## config.mk

```make
export PLATFORM = sky130hd
export DESIGN_NAME = pid_deskew
export DESIGN_NICKNAME = d
export VERILOG_FILES = /design/src/common/pid_pkg.sv /design/src/hw/pid_deskew.sv
export SDC_FILE = /design/constraint.sdc
export NUM_CORES = 1
export LEC_CHECK = 0
export BUFFER_PORTS_ARGS = -buffer_cell sky130_fd_sc_hd__buf_2
export CAP_MARGIN = 20
export CORE_UTILIZATION = 40
export CTS_CLUSTER_DIAMETER = 200
export DETAILED_ROUTE_END_ITERATION = 16
export MAX_ROUTING_LAYER = met4
export PLACE_DENSITY = 0.6
export SYNTH_ARGS = -nofsm -noshare
export SYNTH_HDL_FRONTEND = slang
export SYNTH_SLANG_ARGS = --single-unit
```

## constraint.sdc

```tcl
create_clock -name clk -period 4.7 [get_ports clk]
set_input_delay 0.47 -clock clk [delete_from_list [all_inputs] [get_ports clk]]
set_output_delay 0.47 -clock clk [all_outputs]
set_load 0.02 [all_outputs]
```

## src/common/pid_pkg.sv

```systemverilog
// Purpose: Shared constants and types for pair identification and deskew
// Assumes: 100 MHz clock, up to three pairs
// Notes: Register offsets are byte addresses on the plain register port
package pid_pkg;
	// ----------------------------------------
	// Pairs and indicator bits
	// ----------------------------------------
	localparam int MAX_PAIRS = 3;
	localparam int IND_W = 3;
	localparam logic [2:0] MATCH_LAST = 3'h5;
	localparam logic [2:0] ALL_ONES = 3'h7;
	localparam logic [2:0] TWO_PAIR_MASK = 3'h3;

	// ----------------------------------------
	// Timing
	// ----------------------------------------
	localparam int SKEW_US = 60;
	localparam int CLK_MHZ = 100;
	localparam int SKEW_CYC = SKEW_US * CLK_MHZ;
	localparam int SKEW_W = 16;

	// ----------------------------------------
	// Register map
	// ----------------------------------------
	localparam int ADDR_W = 4;
	localparam logic [3:0] REG_CTRL = 4'h0;
	localparam logic [3:0] REG_PAIRNUM = 4'h4;
	localparam logic [3:0] REG_STATUS = 4'h8;
	localparam int CTRL_EN = 0;
	localparam int CTRL_LINE = 1;
	localparam int CTRL_THREE = 2;
	localparam logic [2:0] CTRL_RST = 3'h0;
	localparam logic [5:0] PAIRNUM_RST = 6'h39;
	localparam int ST_DONE = 0;
	localparam int ST_ONES = 3;
	localparam int ST_XPAR = 6;
	localparam int ST_SKEW = 7;

	typedef enum logic [1:0] {PS_WAIT, PS_HUNT, PS_DONE} pid_pair_state_t;
endpackage

```

## src/hw/pid_deskew.sv

```systemverilog
// What this block does
// - Deskew buffer aligns frames across pairs; tolerates 60 us skew.
// - Line side: each transceiver gets pair number 1..3 or 1..2.
// - Customer side takes no preset number; derives it from received bits.
// - Line side drives its pair pattern once transceiver is active.
// - Three pairs: pattern for pair m is one-hot, bit m set.
// - Two pairs: two one-hot bits, pair 1 is 1,0, pair 2 is 0,1.
// - Customer side sends all ones until that pair is identified.
// - Customer side examines received bits only while transceiver is active.
// - Identified after six consecutive equal valid patterns not claimed elsewhere.
// - Customer side echoes recognised pattern for rest of activation period.
// - Customer side maps data by pattern once all pairs identified.
// - Line side monitors received bits, first expecting all ones.
// - Line side acknowledges pair after six consecutive own-pattern frames.
// - Line side goes transparent only after all installed pairs acknowledged.
// - Identification runs per installed pair, two or three pair systems only.
//
// Purpose: Pair identification handshake and lane deskew for 2/3 pairs
// Assumes: Frame strobes and data come from logic on the same clock
// Notes: One role per instance, chosen by the line-side control bit
`timescale 1ns/1ps

module pid_fifo #(
	parameter int W = 8,
	parameter int D = 8
) (
	input wire logic clk,
	input wire logic rstn,
	input wire logic flush,
	input wire logic in_valid,
	input wire logic [W-1:0] in_data,
	output logic in_ready,
	output logic out_valid,
	output logic [W-1:0] out_data,
	input wire logic out_ready
);
	localparam int AW = $clog2(D);
	localparam logic [AW:0] FULL = (AW+1)'(D);
	localparam logic [AW-1:0] LAST = AW'(D - 1);
	logic [W-1:0] mem [D];
	logic [AW-1:0] wp, rp;
	logic [AW:0] fill;
	logic push, pop;

	assign in_ready = fill != FULL;
	assign out_valid = fill != '0;
	assign out_data = mem[rp];
	assign push = in_valid && in_ready;
	assign pop = out_valid && out_ready;

	always_ff @(posedge clk) begin
		if (push) begin
			mem[wp] <= in_data;
		end
	end

	always_ff @(posedge clk or negedge rstn) begin
		if (!rstn) begin
			wp <= '0;
			rp <= '0;
			fill <= '0;
		end else if (flush) begin
			wp <= '0;
			rp <= '0;
			fill <= '0;
		end else begin
			if (push) begin
				wp <= (wp == LAST) ? '0 : wp + 1'b1;
			end
			if (pop) begin
				rp <= (rp == LAST) ? '0 : rp + 1'b1;
			end
			fill <= fill + (AW+1)'(push) - (AW+1)'(pop);
		end
	end
endmodule // pid_fifo

module pid_deskew #(
	parameter int DATA_W = 8,
	parameter int FIFO_DEPTH = 8,
	parameter int MAX_SKEW_CYC = pid_pkg::SKEW_CYC
) (
	input wire logic clk,
	input wire logic rstn,
	input wire logic [pid_pkg::ADDR_W-1:0] addr,
	input wire logic [31:0] wdata,
	input wire logic wr,
	input wire logic rd,
	output logic [31:0] rdata,
	input wire logic [pid_pkg::MAX_PAIRS-1:0] active,
	input wire logic [pid_pkg::MAX_PAIRS-1:0] frm,
	input wire logic [pid_pkg::MAX_PAIRS-1:0][pid_pkg::IND_W-1:0] rx_ind,
	output logic [pid_pkg::MAX_PAIRS-1:0][pid_pkg::IND_W-1:0] tx_ind,
	input wire logic [pid_pkg::MAX_PAIRS-1:0][DATA_W-1:0] rx_data,
	input wire logic [pid_pkg::MAX_PAIRS-1:0] rx_valid,
	output logic [pid_pkg::MAX_PAIRS-1:0] rx_ready,
	output logic [pid_pkg::MAX_PAIRS*DATA_W-1:0] core_data,
	output logic core_valid,
	input wire logic core_ready,
	output logic transparent
);
	import pid_pkg::*;
	localparam int NP = MAX_PAIRS;
	localparam logic [SKEW_W-1:0] SKEW_LAST = SKEW_W'(MAX_SKEW_CYC - 1);

	logic [2:0] ctrl;
	logic [5:0] pairnum;
	logic skew_err;
	logic [SKEW_W-1:0] skew_cnt;
	pid_pair_state_t st [NP];
	logic [2:0] cnt [NP];
	logic [IND_W-1:0] cand [NP];
	logic [IND_W-1:0] pat [NP];
	logic [NP-1:0] ones_seen;
	logic [IND_W-1:0] own [NP];
	logic [NP-1:0] match, go, act, done, fv, fpop, fr;
	logic [NP-1:0][DATA_W-1:0] fdata;
	logic line, all_v, some_v, pop;
	logic [IND_W-1:0] inst;

	// ----------------------------------------
	// Pattern helpers
	// ----------------------------------------
	function automatic logic [IND_W-1:0] num2pat(input logic [1:0] n);
		logic [IND_W-1:0] p;
		p = '0;
		if (n != 2'h0) begin
			p[n - 2'h1] = 1'b1;
		end
		return p;
	endfunction

	function automatic logic pat_ok(input logic [IND_W-1:0] x, input logic [IND_W-1:0] m);
		return (x != '0) && ((x & (x - 1'b1)) == '0) && ((x & ~m) == '0);
	endfunction

	assign line = ctrl[CTRL_LINE];
	assign inst = ctrl[CTRL_THREE] ? ALL_ONES : TWO_PAIR_MASK;
	assign act = active & inst & {NP{ctrl[CTRL_EN]}};

	always_comb begin
		for (int p = 0; p < NP; p++) begin
			own[p] = num2pat(pairnum[2*p +: 2]) & inst;
			done[p] = st[p] == PS_DONE;
			if (line) begin
				match[p] = (own[p] != '0) && (rx_ind[p] == own[p]);
			end else begin
				match[p] = pat_ok(rx_ind[p], inst) && (rx_ind[p] == cand[p]);
			end
		end
	end

	// ----------------------------------------
	// Consecutive frame counting
	// ----------------------------------------
	always_ff @(posedge clk or negedge rstn) begin
		if (!rstn) begin
			for (int p = 0; p < NP; p++) begin
				cnt[p] <= '0;
				cand[p] <= '0;
			end
		end else begin
			for (int p = 0; p < NP; p++) begin
				if (!act[p]) begin
					cnt[p] <= '0;
				end else if (frm[p] && st[p] == PS_HUNT) begin
					cand[p] <= rx_ind[p];
					if (match[p]) begin
						cnt[p] <= (cnt[p] == MATCH_LAST) ? cnt[p] : cnt[p] + 3'h1;
					end else if (!line && pat_ok(rx_ind[p], inst)) begin
						cnt[p] <= 3'h1;
					end else begin
						cnt[p] <= '0;
					end
				end
			end
		end
	end

	// Lower pair wins when two pairs finish on one pattern together
	always_comb begin
		logic [IND_W-1:0] taken;
		taken = '0;
		for (int p = 0; p < NP; p++) begin
			if (done[p]) begin
				taken = taken | pat[p];
			end
		end
		for (int p = 0; p < NP; p++) begin
			go[p] = act[p] && frm[p] && st[p] == PS_HUNT && match[p] && cnt[p] == MATCH_LAST;
			if (!line) begin
				go[p] = go[p] && ((taken & rx_ind[p]) == '0);
				if (go[p]) begin
					taken = taken | rx_ind[p];
				end
			end
		end
	end

	// ----------------------------------------
	// Per pair identification state
	// ----------------------------------------
	always_ff @(posedge clk or negedge rstn) begin
		if (!rstn) begin
			for (int p = 0; p < NP; p++) begin
				st[p] <= PS_WAIT;
				pat[p] <= '0;
			end
		end else begin
			for (int p = 0; p < NP; p++) begin
				unique case (st[p])
					PS_WAIT: begin
						if (act[p]) begin
							st[p] <= PS_HUNT;
						end
					end
					PS_HUNT: begin
						if (!act[p]) begin
							st[p] <= PS_WAIT;
						end else if (go[p]) begin
							st[p] <= PS_DONE;
							pat[p] <= line ? own[p] : rx_ind[p];
						end
					end
					PS_DONE: begin
						if (!act[p]) begin
							st[p] <= PS_WAIT;
						end
					end
				endcase
			end
		end
	end

	// Line side watches for the all-ones idle reply
	always_ff @(posedge clk or negedge rstn) begin
		if (!rstn) begin
			ones_seen <= '0;
		end else begin
			for (int p = 0; p < NP; p++) begin
				if (!act[p]) begin
					ones_seen[p] <= 1'b0;
				end else if (frm[p] && line) begin
					ones_seen[p] <= (rx_ind[p] & inst) == inst;
				end
			end
		end
	end

	// Indicator bits sent toward the far end
	always_comb begin
		for (int p = 0; p < NP; p++) begin
			if (line) begin
				tx_ind[p] = act[p] ? own[p] : '0;
			end else begin
				tx_ind[p] = done[p] ? pat[p] : inst;
			end
		end
	end

	always_ff @(posedge clk or negedge rstn) begin
		if (!rstn) begin
			transparent <= 1'b0;
		end else begin
			transparent <= ctrl[CTRL_EN] && ((done | ~inst) == ALL_ONES);
		end
	end

	// ----------------------------------------
	// Deskew buffers
	// ----------------------------------------
	// Buffers refill only while transparent, so stale words never mix in
	for (genvar g = 0; g < NP; g++) begin : g_lane
		pid_fifo #(.W(DATA_W), .D(FIFO_DEPTH)) u_fifo (
			.clk(clk),
			.rstn(rstn),
			.flush(!transparent),
			.in_valid(rx_valid[g] && transparent),
			.in_data(rx_data[g]),
			.in_ready(fr[g]),
			.out_valid(fv[g]),
			.out_data(fdata[g]),
			.out_ready(fpop[g])
		);
	end

	assign all_v = (fv | ~inst) == ALL_ONES;
	assign some_v = (fv & inst) != '0;
	assign pop = transparent && all_v && (!core_valid || core_ready);
	assign fpop = {NP{pop}} & inst;
	// Flushed buffers look empty, so ready must not promise a take
	assign rx_ready = fr & {NP{transparent}};

	always_ff @(posedge clk or negedge rstn) begin
		if (!rstn) begin
			core_valid <= 1'b0;
			core_data <= '0;
		end else if (pop) begin
			core_valid <= 1'b1;
			for (int p = 0; p < NP; p++) begin
				for (int l = 0; l < NP; l++) begin
					if (pat[p][l] && inst[p]) begin
						core_data[l*DATA_W +: DATA_W] <= fdata[p];
					end
				end
			end
		end else if (core_ready) begin
			core_valid <= 1'b0;
		end
	end

	// Skew beyond the buffer's reach is flagged, not corrected
	always_ff @(posedge clk or negedge rstn) begin
		if (!rstn) begin
			skew_cnt <= '0;
		end else if (transparent && some_v && !all_v) begin
			skew_cnt <= (skew_cnt == SKEW_LAST) ? skew_cnt : skew_cnt + 1'b1;
		end else begin
			skew_cnt <= '0;
		end
	end

	// ----------------------------------------
	// Register port
	// ----------------------------------------
	always_ff @(posedge clk or negedge rstn) begin
		if (!rstn) begin
			ctrl <= CTRL_RST;
			pairnum <= PAIRNUM_RST;
		end else if (wr && addr == REG_CTRL) begin
			ctrl <= wdata[2:0];
		end else if (wr && addr == REG_PAIRNUM) begin
			pairnum <= wdata[5:0];
		end
	end

	// Set beats a simultaneous write-one clear
	always_ff @(posedge clk or negedge rstn) begin
		if (!rstn) begin
			skew_err <= 1'b0;
		end else if (skew_cnt == SKEW_LAST) begin
			skew_err <= 1'b1;
		end else if (wr && addr == REG_STATUS && wdata[ST_SKEW]) begin
			skew_err <= 1'b0;
		end
	end

	always_ff @(posedge clk or negedge rstn) begin
		if (!rstn) begin
			rdata <= '0;
		end else if (rd) begin
			rdata <= '0;
			unique case (addr)
				REG_CTRL: rdata[2:0] <= ctrl;
				REG_PAIRNUM: rdata[5:0] <= pairnum;
				REG_STATUS: begin
					rdata[ST_DONE +: NP] <= done;
					rdata[ST_ONES +: NP] <= ones_seen;
					rdata[ST_XPAR] <= transparent;
					rdata[ST_SKEW] <= skew_err;
				end
				default: rdata <= '0;
			endcase
		end else begin
			rdata <= '0;
		end
	end

	for (genvar g = 0; g < NP; g++) begin : g_chk

	end
endmodule // pid_deskew

```

Word level (Yosys, flattened, before mapping)
Memory sizes are Yosys's and may differ from the RTL's.
Index checks and enable logic that the tools add are counted.
{"block": "totals", "regBits": 150, "latchBits": 0, "mem_bits_rw": 192, "romBits": 0, "out_inout_bits": 70, "wordCells": 384, "n_memories": 3}
{"block": "classes", "n_addsub": 22, "n_mul": 0, "div_mod_pow": 0, "order_cmp": 6, "n_eq_ne": 57, "n_shift": 0, "mux": 117, "n_bitwise": 28, "n_reduce_logical": 117}
{"name": "g_lane[0].u_fifo.mem", "depth": 8, "width": 8, "rd": 1, "rd_clocked_by_memory_dff": 0, "write_ports": 1, "line_no": "pid_deskew.sv:40", "rtl": "logic [W-1:0] mem [D];"}
{"name": "g_lane[1].u_fifo.mem", "depth": 8, "width": 8, "rd": 1, "rd_clocked_by_memory_dff": 0, "write_ports": 1, "line_no": "pid_deskew.sv:40"}
{"name": "g_lane[2].u_fifo.mem", "depth": 8, "width": 8, "rd": 1, "rd_clocked_by_memory_dff": 0, "write_ports": 1, "line_no": "pid_deskew.sv:40"}
{"operator": "$mux W3", "count": 53}
{"operator": "$mux W8", "count": 10}
{"operator": "$logic_and A1 B1 Y1", "count": 66}
{"operator": "$and A3 B3 Y3", "count": 20}
{"operator": "$eq A3 B3 Y1 const B", "count": 11}
{"operator": "$mux W16", "count": 2}
{"operator": "$reduce_bool A3 Y1", "count": 10}
{"operator": "$mux W1", "count": 28}
{"operator": "$add A3 B1 Y3 const B", "count": 9}
{"operator": "$eq A3 B3 Y1", "count": 9}
{"operator": "$logic_not A3 Y1", "count": 9}
{"operator": "$mux W2", "count": 13}
{"operator": "$ne A2 B1 Y1 const B", "count": 12}
{"operator": "$reduce_and A2 Y1", "count": 10}
{"operator": "$ne A3 B3 Y1 const B", "count": 6}
{"operator": "$or A3 B3 Y3", "count": 6}
{"operator": "$pmux W2 S3", "count": 3}
{"operator": "$reduce_and A3 Y1", "count": 6}
{"operator": "$add A16 B1 Y16 const B", "count": 1}
{"operator": "$eq A16 B13 Y1 const B", "count": 1}
{"operator": "$ne A2 B2 Y1 const B", "count": 7}
{"operator": "$add A4 B1 Y4", "count": 3}
{"operator": "$mux W4", "count": 3}
{"operator": "$ne A4 B4 Y1 const B", "count": 3}
{"operator": "20 further kinds", "count": 46}

Logic depth before layout (Yosys ltp)
Gate-level depths: netlist (run 1).
{"block": "logic_depth", "ltp_word": 27, "mapped_depth": 14, "ltp_nobuf": 13}

By module
From an unflattened synthesis (run 1), not the netlist that was laid out.
{"block": "unflattened", "hier_cells": 1170, "area_unflattened_um2": 15633.7}
{"module": "pid_fifo (g_lane[0].u_fifo ...)", "n_inst": 2, "cells_each": 168, "area_per_inst_um2": 3161.8}
{"module": "pid_deskew", "n_inst": 1, "cells_each": 666, "area_per_inst_um2": 6174.7}
{"module": "pid_fifo (g_lane[1].u_fifo)", "n_inst": 1, "cells_each": 168, "area_per_inst_um2": 3135.5}

Least setup slack after synthesis (run 1)
No wires, ideal clock.
{"block": "synth_timing", "path_kind": "flip-flop to flip-flop", "start": "reg transparent", "end": "mem g_lane[2].u_fifo.mem[0][0], enable pin", "setup_ns": 0.395, "arrival_ns": 2.484, "t_required_ns": 4.305, "path_slack_ns": 1.821, "path_stages_with_launch": 5, "path_buffers": 1, "cell_sequence": "dfrtp_1 -> clkbuf_1 -> a21boi_0 -> nand2_1 -> nor4_1"}
{"block": "synth_via", "elab_chain_len": 4}
{"item": "from (decl)", "line_no": "pid_deskew.sv:100", "rtl": "output logic transparent"}
{"item": "from (signal assigned)", "line_no": "pid_deskew.sv:265", "rtl": "transparent <= ctrl[CTRL_EN] && ((done | ~inst) == ALL_ONES);"}
{"item": "$logic_and A1 B1 Y1", "line_no": "pid_deskew.sv:278", "rtl": ".in_valid(rx_valid[g] && transparent),"}
{"item": "$logic_and A1 B1 Y1", "line_no": "pid_deskew.sv:48", "rtl": "assign push = in_valid && in_ready;"}
{"item": "$mux W1", "line_no": "pid_deskew.sv:52", "rtl": "if (push) begin"}
{"item": "$mux W1 (not written as such)", "line_no": "pid_deskew.sv:53", "rtl": "mem[wp] <= in_data;"}
{"item": "to (decl)", "line_no": "pid_deskew.sv:40"}
No other way between the ends.

Worst setup path in the final report (run 1)
{"block": "layout_timing", "start": "reg ctrl[2]", "end": "reg g_lane[2].u_fifo.fill[3]"}
{"block": "layout_via", "elab_chain_len": 10}
{"item": "from (decl)", "line_no": "pid_deskew.sv:106", "rtl": "logic [2:0] ctrl;"}
{"item": "from (signal assigned)", "line_no": "pid_deskew.sv:331", "rtl": "ctrl <= wdata[2:0];"}
{"item": "$mux W3 *", "line_no": "pid_deskew.sv:138", "rtl": "assign inst = ctrl[CTRL_THREE] ? ALL_ONES : TWO_PAIR_MASK;"}
{"item": "$not A3 Y3", "line_no": "pid_deskew.sv:287", "rtl": "assign all_v = (fv | ~inst) == ALL_ONES;"}
{"item": "$or A3 B3 Y3", "line_no": "pid_deskew.sv:287"}
{"item": "$eq A3 B3 Y1", "line_no": "pid_deskew.sv:287"}
{"item": "$logic_and A1 B1 Y1 (2 in series)", "line_no": "pid_deskew.sv:289", "rtl": "assign pop = transparent && all_v && (!core_valid || core_ready);"}
{"item": "$and A3 B3 Y3 *", "line_no": "pid_deskew.sv:290", "rtl": "assign fpop = {NP{pop}} & inst;"}
{"item": "$logic_and A1 B1 Y1 *", "line_no": "pid_deskew.sv:49", "rtl": "assign pop = out_valid && out_ready;"}
{"item": "$sub A4 B1 Y4 *", "line_no": "pid_deskew.sv:73", "rtl": "fill <= fill + (AW+1)'(push) - (AW+1)'(pop);"}
{"item": "$mux W4 *", "line_no": "pid_deskew.sv:62", "rtl": "end else if (flush) begin"}
{"item": "to (signal assigned)", "line_no": "pid_deskew.sv:73"}
{"item": "to (decl)", "line_no": "pid_deskew.sv:42", "rtl": "logic [AW:0] fill;"}
Mark *: on every way between the ends. The rest lies on a longest branch, timed or not.
A chain may end at the register's enable or synchronous reset.

==> reports/metrics.cfg, run 1 <==
[clock_network]
postCtsSetupBuffers=0
cts-resized-gates=0
cts_buffer_depth=3
cts_hold_buf=0
htree_levels=2
clk_pin_slew_ns=0.06
clkSinkCount=318
cts_tree=done
clk_latency_ns=0.54
cts_inserted_buffers=36
root_buffer=clkbuf_16

[floorplan]
rows=71
dieArea_sq_um=39000
coreArea_sq_um=37700
start_util=0.406
die-height_microns=198
die_x_microns=198
io_pins=153

[job]
drv_cap=0

[global_routing]
grt_usage=0.186
global_route.overflow_total=0
antenna_found_initial=0
grt_max_degree=84
grt_first_pass_wirelength_microns=53900
grt_pass1_vias=9550

[logic_synthesis]
synth_area_sq_um=15300
syn_area_per_cell_sq_um=12.7
async_flop_share=0.396
synth_edf_count=192
ys_seq_elements=318
synth_cells=1208
yosysWarnings=0
synth_flop_cell=edfxtp_1
ys_seq_area_frac=0.583
yosysUniqueCellTypes=73

[setup_path]
worstRegToRegCells=12
path_class=flip-flop to flip-flop
reg2reg_to=g_lane[2].u_fifo.fill[3]
crit_path_start_kind=flip-flop
critPathArrivalTime_ns=3.86
critical_path.max_fanout=14
reg2reg_from=ctrl[2]
required_ns=5.16
crit_path_end_kind=flip-flop
r2r_slack_ns=1.30

[routing]
drc=0
drt-total-wl_microns=34400
dr.pass1.iters=7
vias=9704
vias_per_cell=5.25
antenna_left=0
wire_per_inst_microns=18.6
drt_iter0_drc=601

[sta]
whs_ns=-0.0318
tns_ns=0
max_slew_margin=0.319
worst_pin_slew_ns=1.02
slew_violations=0
rsz0062_at_grt=false
skew_ns=0.0222
fmax_mhz=294
setup_viol=0
setup_ws_ns=1.30
timing.final.crit_share=0.723
final_hold_viol_count=16
min_period_ns=3.40

[status]
violations=hold timing
outcome=complete, but fails checks

[pwr]
p_int_mw=4.90
swShare=0.249
p_clk_frac=0.417
p_sw_mw=1.62
power_mw=6.52
leakage_nw=6.78
powerDensity_nw_per_um2=376
pwr-share-seq=0.478
peakVddDrop_uv=324
p_comb_frac=0.105

[placement]
io_buffers=103
pre_cts_slack_ns=1.34
postPlaceCellArea_sq_um=16200
dp_cells=1780
hpwl_microns=23500
place_congestion=0.850

[layout]
drive_gt1_frac=0.203
n_antenna_cell=0
final_cell_area_sq_um=17300
finish.utilization=0.461
final_cell_mix=edfxtp_1 (192), nor2_1 (142), dfrtp_1 (122)
final_common_cell=edfxtp_1
syn_to_final_growth_pct=13.4
final_nets=1450
stdcell_count=1848
fillers=3443

[min_path]
hold_class=primary input to asynchronous set/reset pin

## final cells by class
type | count | area (sq um) | share of cell area
clock buffer | 50 | 983 | 0.0567
tap | 511 | 639 | 0.0369
sequential | 318 | 8920 | 0.514
timing repair buffer | 122 | 664 | 0.0383
multi-input combinational | 780 | 5780 | 0.333
clock inverter | 16 | 166 | 0.00959
inverter | 51 | 191 | 0.0110
## critical path, cell delays in order (launching register included)
cell and delay [ns]:
dfrtp_1 0.49, buf_4 0.22, a32o_1 0.24, nor2_1 0.17
nand3_1 0.52, nor2_1 0.52, ha_1 0.23, inv_1 0.06
ha_1 0.27, a21o_1 0.16, a21oi_1 0.16, xor2_1 0.15
and2_1 0.13
## cells by family (layout without fill, tap and decap cells)
group	Yosys count	after routing	synth area share
simple gates	356	356	0.110
compound gates	204	204	0.0817
fa+ha+maj	58	58	0.0489
xor+xnor	37	37	0.0212
flops	318	318	0.583
buf+inv	133	239	0.0460
mux	101	101	0.109
other cells	1	24	0.000245
## power groups by stage
stage / clock [mW] / sequential, mW / combinational, mW
finish: 2.72 / 3.12 / 0.684
CTS: 2.79 / 3.12 / 0.683
global placement: 0 / 3.17 / 0.667
global route: 2.90 / 3.13 / 0.763
detailed placement: 0 / 3.17 / 0.677
floorplan: 0 / 3.16 / 0.508
## state kept, by name (all words and copies together) (netlist names)
name                cells
g_lane.u_fifo.mem     192
g_lane.u_fifo.rp        9
core_valid              1
rdata                   8
cand                    9
transparent             1
pairnum                 6
skew_cnt               16
g_lane.u_fifo.wp        9
g_lane.u_fifo.fill     12
ones_seen               3
cnt                     9
core_data              24
st                      6
skew_err                1
ctrl                    3
pat                     9
## worst max-delay path by stage
stage,start,endpoint,slack [ns]
2_1_floorplan,transparent,g_lane[2].u_fifo.mem[0][0],1.82
3_3_place_gp,ctrl[2],g_lane[2].u_fifo.fill[2],1.40
3_5_place_dp,ctrl[2],g_lane[2].u_fifo.fill[3],1.34
4_1_cts,ctrl[2],g_lane[2].u_fifo.fill[3],1.29
5_1_grt,ctrl[2],g_lane[2].u_fifo.fill[3],1.08
6_report,ctrl[2],g_lane[2].u_fifo.fill[3],1.30
## synth_stat cells (3+ instances only)
cell,instances,area (sq um)
a211oi_1,6,45.0
a21boi_0,5,37.5
a21o_1,5,37.5
a21oi_1,100,500
a222oi_1,4,40.0
a22oi_1,6,45.0
a311oi_1,4,35.0
a31oi_1,3,18.8
a32o_1,4,40.0
and2_1,13,81.3
and3_1,6,37.5
buf_1,6,22.5
buf_2,7,35.0
buf_4,25,188
buf_6,4,45.0
clkbuf_1,32,120
clkbuf_8,7,96.3
dfrtp_1,122,3050
dfstp_2,4,105
edfxtp_1,192,5770
fa_1,3,60.1
ha_1,55,688
inv_1,51,191
mux2_2,27,304
mux2_4,3,45.0
mux2i_1,23,230
mux4_2,48,1080
nand2_1,86,323
nand2b_1,15,93.8
nand3_1,29,145
nand3b_1,6,45.0
nand4_1,8,50.1
nor2_1,142,533
nor2b_1,9,56.3
nor3_1,16,80.1
o2111ai_1,5,43.8
o21ai_0,31,155
o22ai_1,10,62.6
o31ai_1,4,30.0
or3_1,5,31.3
xnor2_1,17,149
xor2_1,20,175
## layer usage
metal / GRT usage / share of wire / wire length [microns] / vias up
li1: - / - / - / 4595
met1: 0.239 / 0.44 / 15000 / 4794
met2: 0.302 / 0.49 / 16700 / 261
met3: 0.0321 / 0.055 / 1890 / 54
met4: 0.0551 / 0.023 / 789 / 0
met5: - / 0 / 0 / -
No activity file was read; power rests on OpenSTA's default activity.
==> run 2, diff against run 1 <==
==> constraint.sdc (replaced) <==
create_clock -name clk -period 3.3 [get_ports clk]
set_input_delay 0.33 -clock clk [delete_from_list [all_inputs] [get_ports clk]]
set_output_delay 0.33 -clock clk [all_outputs]
set_load 0.02 [all_outputs]
==> run 2 against run 1 <==
  * The run now ends clean
  * Sequential cell count stayed put
  * Sequential power up 43%
  * Largest cell class unchanged
  * Power rose by 46%
  * Core utilization is 0.91 points higher
  * Clock skew fell by 0.010 ns
  * Clock power increased by 50%
  * Clock-buffer cell count increased by 3
  * Design area up 2.0%
  * Worst hold slack gained 0.063 ns
  * Combinational power increased by 44%
  * Critical path type unchanged
==> reports/metrics.cfg, run 2 (same netlist as run 1, synthesis figures left out) <==
[global_routing]
global_route.overflow_total=0  ; unchanged
antenna_found_initial=1  ; +1
grt_first_pass_wirelength_microns=54800  ; +1.6%
grt_pass1_vias=9615  ; +0.68%
grt_max_degree=89  ; +6.0%
grt_usage=0.192  ; +0.00550

[clock_network]
cts_buffer_depth=3  ; unchanged
root_buffer=clkbuf_16
cts_inserted_buffers=37  ; +2.8%
cts-resized-gates=0  ; unchanged
cts_tree=done
htree_levels=2  ; unchanged
clk_pin_slew_ns=0.06  ; about the same
clk_latency_ns=0.54  ; about the same
clkSinkCount=318  ; unchanged

[layout]
register_area_sq_um=8920  ; unchanged
final_nets=1486  ; +2.5%
fillers=3390  ; -1.5%
final_cell_mix=edfxtp_1 (192), nor2_1 (142), dfrtp_1 (122)
largest_reg_flops=192  ; unchanged
drive_gt1_frac=0.220  ; +0.0171
multi_input_area_sq_um=5760  ; -0.26%
finish.utilization=0.470  ; +0.00907
final_common_cell=edfxtp_1
stdcell_count=1886  ; +2.1%
final_cell_area_sq_um=17700  ; +2.0%
largest_register=g_lane.u_fifo.mem
syn_to_final_growth_pct=15.6
top_regs=g_lane.u_fifo.mem: 192 flops, core_data: 24 flops, skew_cnt: 16 flops

[floorplan]
dieArea_sq_um=39000  ; unchanged
io_pins=153  ; unchanged
die-height_microns=198  ; unchanged
start_util=0.406  ; unchanged
die_x_microns=198  ; unchanged
coreArea_sq_um=37700  ; unchanged
rows=71  ; unchanged

[sta]
worst_pin_slew_ns=0.859  ; -0.158 ns
max_slew_margin=0.427  ; +0.108
whs_ns=0.0315  ; +0.0632 ns
fmax_mhz=320  ; +8.7%
final_hold_viol_count=0  ; -16
rsz0062_at_grt=false
setup_viol=0  ; unchanged
slew_violations=0  ; unchanged
setup_ws_ns=0.174  ; -1.13 ns
timing.final.crit_share=0.947  ; +0.224
min_period_ns=3.13  ; -0.273 ns
skew_ns=0.0119  ; -0.0103 ns
tns_ns=0  ; unchanged

[placement]
place_congestion=0.844  ; -0.73%
dp_cells=1814  ; +1.9%
io_buffers=103  ; unchanged
postPlaceCellArea_sq_um=16400  ; +1.6%
hpwl_microns=24300  ; +3.3%
pre_cts_slack_ns=0.261  ; -1.08 ns

[routing]
wire_per_inst_microns=18.6  ; +0.25%
vias=9755  ; +0.53%
antenna_left=0  ; unchanged
drt-total-wl_microns=35200  ; +2.3%
drt_iter0_drc=637  ; +6.0%
dr.pass1.iters=5  ; -2
vias_per_cell=5.17  ; -1.5%
drc=0  ; unchanged

[setup_path]
crit_path_start_kind=flip-flop
path_class=flip-flop to flip-flop
r2r_slack_ns=0.17  ; -1.13 ns
cpMaxStageDelayCell=a222oi_1
crit_path_end_kind=flip-flop
required_ns=3.73  ; -1.43 ns
reg2reg_from=st[0]
reg2reg_to=pat[0]
crit_path_max_incr_delay_ns=0.60  ; +0.08 ns
cp_cell_sequence=inv_1 -> ha_1 -> a222oi_1 -> o22ai_1 -> nor3_1 -> a211o_1 -> nor4b_4 -> mux2_4
critical_path.max_fanout=9  ; -5
critPathArrivalTime_ns=3.55  ; -0.31 ns
worstRegToRegCells=8  ; -4

[pwr]
leakage_nw=7.00  ; +3.3%
powerDensity_nw_per_um2=538  ; +43%
peakVddDrop_uv=374  ; +15%
power_mw=9.51  ; +46%

[min_path]
hold_class=primary input to flip-flop
hold_end=pairnum[4]
whs_path_depth=2
hold_start=wdata[4]

[job]
drv_cap=0  ; unchanged

[status]
outcome=finished clean

==> run 2: cell count changes in the layout (fill, tap and decap cells not counted), moves of 2 or more <==
cell | before | now
buf_4 | 19 | 50
nor3_1 | 13 | 16
nor3_2 | 3 | 0
clkbuf_16 | 36 | 38
dlygate4sd3_1 | 0 | 2
==> run 2: repair_timing <==
| item | CTS | global route |
|---|---|---|
| hold endpoints to repair | 84 | 0 |
| setup buffers | 0 | 0 |
| hold buffers | 2 | 0 |
==> run 2: critical path: cells and delay by family (launching register included) <==
kind | cells | cell delay, ns
multiplexers | 1 | 0.34
AND/OR/NAND/NOR | 2 | 0.80
adder cells (fa/ha/maj) | 1 | 0.34
AO/OA/AOI/OAI | 3 | 1.04
flip-flops | 1 | 0.40
buffers and inverters | 1 | 0.09
==> run 2: final cells by class <==
cell class | instances | share of cell area
diodes | 1 | 0.000141
well taps | 511 | 0.0361
multi-input cells | 780 | 0.326
clock buffers | 53 | 0.0592
clock inverters | 15 | 0.0101
inverters | 51 | 0.0108
repair buffers | 157 | 0.0533
flip-flops and latches | 318 | 0.505
==> run 2: where the power goes <==
part / switching [mW] / total (mW) / internal (mW) / leakage (nW)
registers: 0.105 / 4.45 / 4.34 / 3.44
clock network: 1.62 / 4.08 / 2.46 / 0.598
logic: 0.609 / 0.986 / 0.377 / 2.96
==> run 2: metal layers <==
metal / up-vias / global-route usage / wire [microns]
met5: - / - / 0
met2: 249 / 0.300 / 16600
li1: 4649 / - / -
met3: 54 / 0.0458 / 2240
met4: 0 / 0.0612 / 911
met1: 4803 / 0.246 / 15400
==> run 2: worst max-delay path by stage <==
stage / from / to / cells past startpoint
floorplan: transparent / g_lane[2].u_fifo.mem[0][0] / 4
global placement: st[0] / pat[0] / 8
global route: g_lane[1].u_fifo.fill[2] / g_lane[2].u_fifo.fill[3] / 13
detailed placement: st[0] / pat[0] / 8
CTS: st[0] / pat[0] / 8
finish: st[0] / pat[0] / 8
==> run 3, diff against run 2 <==
--- a/config.mk
+++ b/config.mk
@@ -5,11 +5,13 @@
 export SDC_FILE = /design/constraint.sdc
 export NUM_CORES = 1
 export LEC_CHECK = 0
+export ABC_AREA = 1
 export BUFFER_PORTS_ARGS = -buffer_cell sky130_fd_sc_hd__buf_2
 export CAP_MARGIN = 20
 export CORE_UTILIZATION = 40
 export CTS_CLUSTER_DIAMETER = 200
 export DETAILED_ROUTE_END_ITERATION = 16
+export HOLD_SLACK_MARGIN = 0.12
 export MAX_ROUTING_LAYER = met4
 export PLACE_DENSITY = 0.6
 export SYNTH_ARGS = -nofsm -noshare
==> run 3 against run 2 <==
  * Clock power increased by 9.3%
  * Combinational power down 15%
  * Non-clock buffer count rose by 17
  * Sequential cell count unchanged
  * Core utilization up 1.1 points
  * Design area rose by 2.1%
  * Clock-buffer cell count is 4 lower
  * Critical path depth rose by 14
  * Die area decreased by 0.57%
  * Power grew 2.3%
  * Global-route usage increased by 0.39 points
  * Largest power group is now clock
  * Area after synthesis down 0.57%
==> reports/metrics.cfg, run 3 <==
[sta]
timing.final.crit_share=0.836  ; -0.112
min_period_ns=2.76  ; -0.368 ns
rsz0062_at_grt=false
slew_violations=0  ; unchanged
worst_pin_slew_ns=0.814  ; -0.0448 ns
setup_viol=0  ; unchanged
whs_ns=0.151  ; +0.120 ns
tns_ns=0  ; unchanged
skew_ns=0.0110  ; -0.000881 ns
max_slew_margin=0.454  ; +0.0266
final_hold_viol_count=0  ; unchanged
fmax_mhz=363  ; +13%

[logic_synthesis]
ys_seq_elements=318  ; unchanged
synth_edf_count=192  ; unchanged
yosysWarnings=0  ; unchanged
synth_area_sq_um=15200  ; -0.57%
syn_area_per_cell_sq_um=10.3  ; -19%
yosysTopAreaCell=edfxtp_1
ys_top_cells_by_count=nand2_1 (238), edfxtp_1 (192), nor2_1 (165)
ys_seq_area_frac=0.587  ; +0.00336
synth_cells=1482  ; +23%
async_flop_share=0.396  ; unchanged
yosysUniqueCellTypes=59  ; -19%
synth_flop_cell=edfxtp_1
synth_top_cell_area_share=0.379  ; +0.00217
yosysMostFrequentCell=nand2_1
netlist_top_cells_area=edfxtp_1 (38%), dfrtp_1 (20%), nand2_1 (5.9%)

[global_routing]
global_route.overflow_total=0  ; unchanged
grt_max_degree=85  ; -4.5%
grt_usage=0.196  ; +0.00386
grt_pass1_vias=10800  ; +13%
antenna_found_initial=0  ; -1
grt_first_pass_wirelength_microns=57600  ; +5.2%

[setup_path]
critPathArrivalTime_ns=3.16  ; -0.39 ns
critical_path.max_fanout=5  ; -4
crit_path_start_kind=flip-flop
path_class=flip-flop to flip-flop
crit_path_end_kind=flip-flop
required_ns=3.70  ; -0.03 ns
worstRegToRegCells=22  ; +14

[clock_network]
clkSinkCount=318  ; unchanged
root_buffer=clkbuf_16
clk_latency_ns=0.52  ; -0.02 ns
postCtsSetupBuffers=0  ; unchanged
cts_tree=done
cts-resized-gates=0  ; unchanged
cts_hold_buf=34  ; +32
clk_pin_slew_ns=0.06  ; about the same
htree_levels=2  ; unchanged
cts_inserted_buffers=37  ; unchanged
cts_buffer_depth=3  ; unchanged

[placement]
hpwl_microns=25600  ; +5.1%
io_buffers=103  ; unchanged
place_congestion=0.871  ; +3.2%
postPlaceCellArea_sq_um=16400  ; -0.37%

[routing]
vias=11200  ; +14%
dr.pass1.iters=5  ; unchanged
drt_iter0_drc=780  ; +22%
vias_per_cell=5.11  ; -1.3%
wire_per_inst_microns=16.8  ; -9.8%
drt-total-wl_microns=36700  ; +4.5%
drc=0  ; unchanged
antenna_left=0  ; unchanged

[layout]
n_antenna_cell=0  ; -1
final_common_cell=nand2_1
top_regs=g_lane.u_fifo.mem: 192 flops, core_data: 24 flops, skew_cnt: 16 flops
final_nets=1788  ; +20%
final_cell_area_sq_um=18100  ; +2.1%
register_area_sq_um=8920  ; unchanged
largest_register=g_lane.u_fifo.mem
syn_to_final_growth_pct=18.7
drive_gt1_frac=0.140  ; -0.0800
fillers=3480  ; +2.7%
largest_reg_flops=192  ; unchanged
final_cell_mix=nand2_1 (238), edfxtp_1 (192), nor2_1 (165)
multi_input_area_sq_um=5370  ; -6.8%

[floorplan]
coreArea_sq_um=37600  ; -0.24%
rows=71  ; unchanged
die-height_microns=197  ; -0.28%
io_pins=153  ; unchanged
dieArea_sq_um=38800  ; -0.57%
die_x_microns=197  ; -0.28%
start_util=0.405  ; -0.00137

[status]
outcome=finished clean

[pwr]
powerDensity_nw_per_um2=539  ; +0.17%
peakVddDrop_uv=475  ; +27%
leakage_nw=7.55  ; +7.8%

[min_path]
whs_path_depth=4  ; +2
hold_class=primary input to flip-flop

[job]
drv_cap=0  ; unchanged

## run 3: cell count changes in the layout (fill, tap and decap cells not counted), sizes merged, moves of 14 or more
cell,before,now
nand2,86,249
o21ai,32,165
inv,52,165
a21oi,100,52
mux4,48,0
o221ai,0,41
dlygate4sd3,2,34
mux2,30,0
nor2,142,167
xor2,20,4
nand2b,15,0
buf,154,140
## run 3: path summary, 6_finish.rpt
check                            from      endpoint  slack, ns
max in group asynchronous        rstn  core_data[6]       2.17
min in group asynchronous        rstn   skew_cnt[4]       0.42
max reg2reg                pairnum[0]         st[1]       0.54
min                        core_ready    core_valid       0.15
max                        pairnum[0]         st[1]       0.54
min reg2reg                  skew_err      rdata[7]       0.50
## run 3: report_power, final
part           total [mW]  internal (mW)  switching (mW)
sequential           4.43           4.34          0.0887
combinational       0.840          0.290           0.550
clock                4.46           2.86            1.60
## run 3: kinds of logic after synthesis
kind of cell	count (synthesis)	share of synthesized area
AO/OA/AOI/OAI	341	0.138
XOR/XNOR	15	0.00863
adder cells (fa/ha/maj)	58	0.0492
buffers and inverters	237	0.0666
flip-flops	318	0.587
multiplexers	31	0.0204
other	1	0.000246
AND/OR/NAND/NOR	481	0.130
## run 3: layout make-up
class	instances	area share
clock buffer	49	0.0578
clock inverter	17	0.0167
inverter	166	0.0349
multi-input combinational	950	0.297
sequential	318	0.494
tap	511	0.0354
timing repair buffer	174	0.0638
## run 3: per-stage QoR
stage | instances | utilization | power [mW] | worst slack (ns)
after floorplan | 1505 | - | 5.03 | 0.844
after global placement | 2085 | 0.436 | 5.29 | 0.600
after detailed placement | 2085 | 0.436 | 5.31 | 0.582
after CTS | 2185 | 0.481 | 9.83 | 0.537
after global routing | 2185 | 0.481 | 10.1 | 0.322
final | 2185 | 0.481 | 9.73 | 0.542
## run 3: worst max-delay path, stage by stage, from the launching register on
cell and delay, ns:
dfstp_2 0.56, inv_1 0.07, ha_1 0.31, nor2_1 0.09
nand2_1 0.05, a21oi_1 0.14, nand2_1 0.08, nand2_2 0.13
nand4_4 0.12, o21bai_4 0.17, nand2_1 0.08, nand2_2 0.07
inv_2 0.04, nand3_1 0.06, nand2_1 0.09, nand2_1 0.07
nand3_1 0.08, nand2_1 0.07, nand3_1 0.08, nand2_2 0.09
nand2_2 0.05, nand2_1 0.07, nand2_1 0.05
## run 3: routing by layer
layer  routed length, microns  global-route usage  part of all wire
met5                        0                   -                 0
met1                    15900               0.248              0.43
met2                    17600               0.321              0.48
met4                      776              0.0508             0.021
met3                     2420              0.0389             0.066
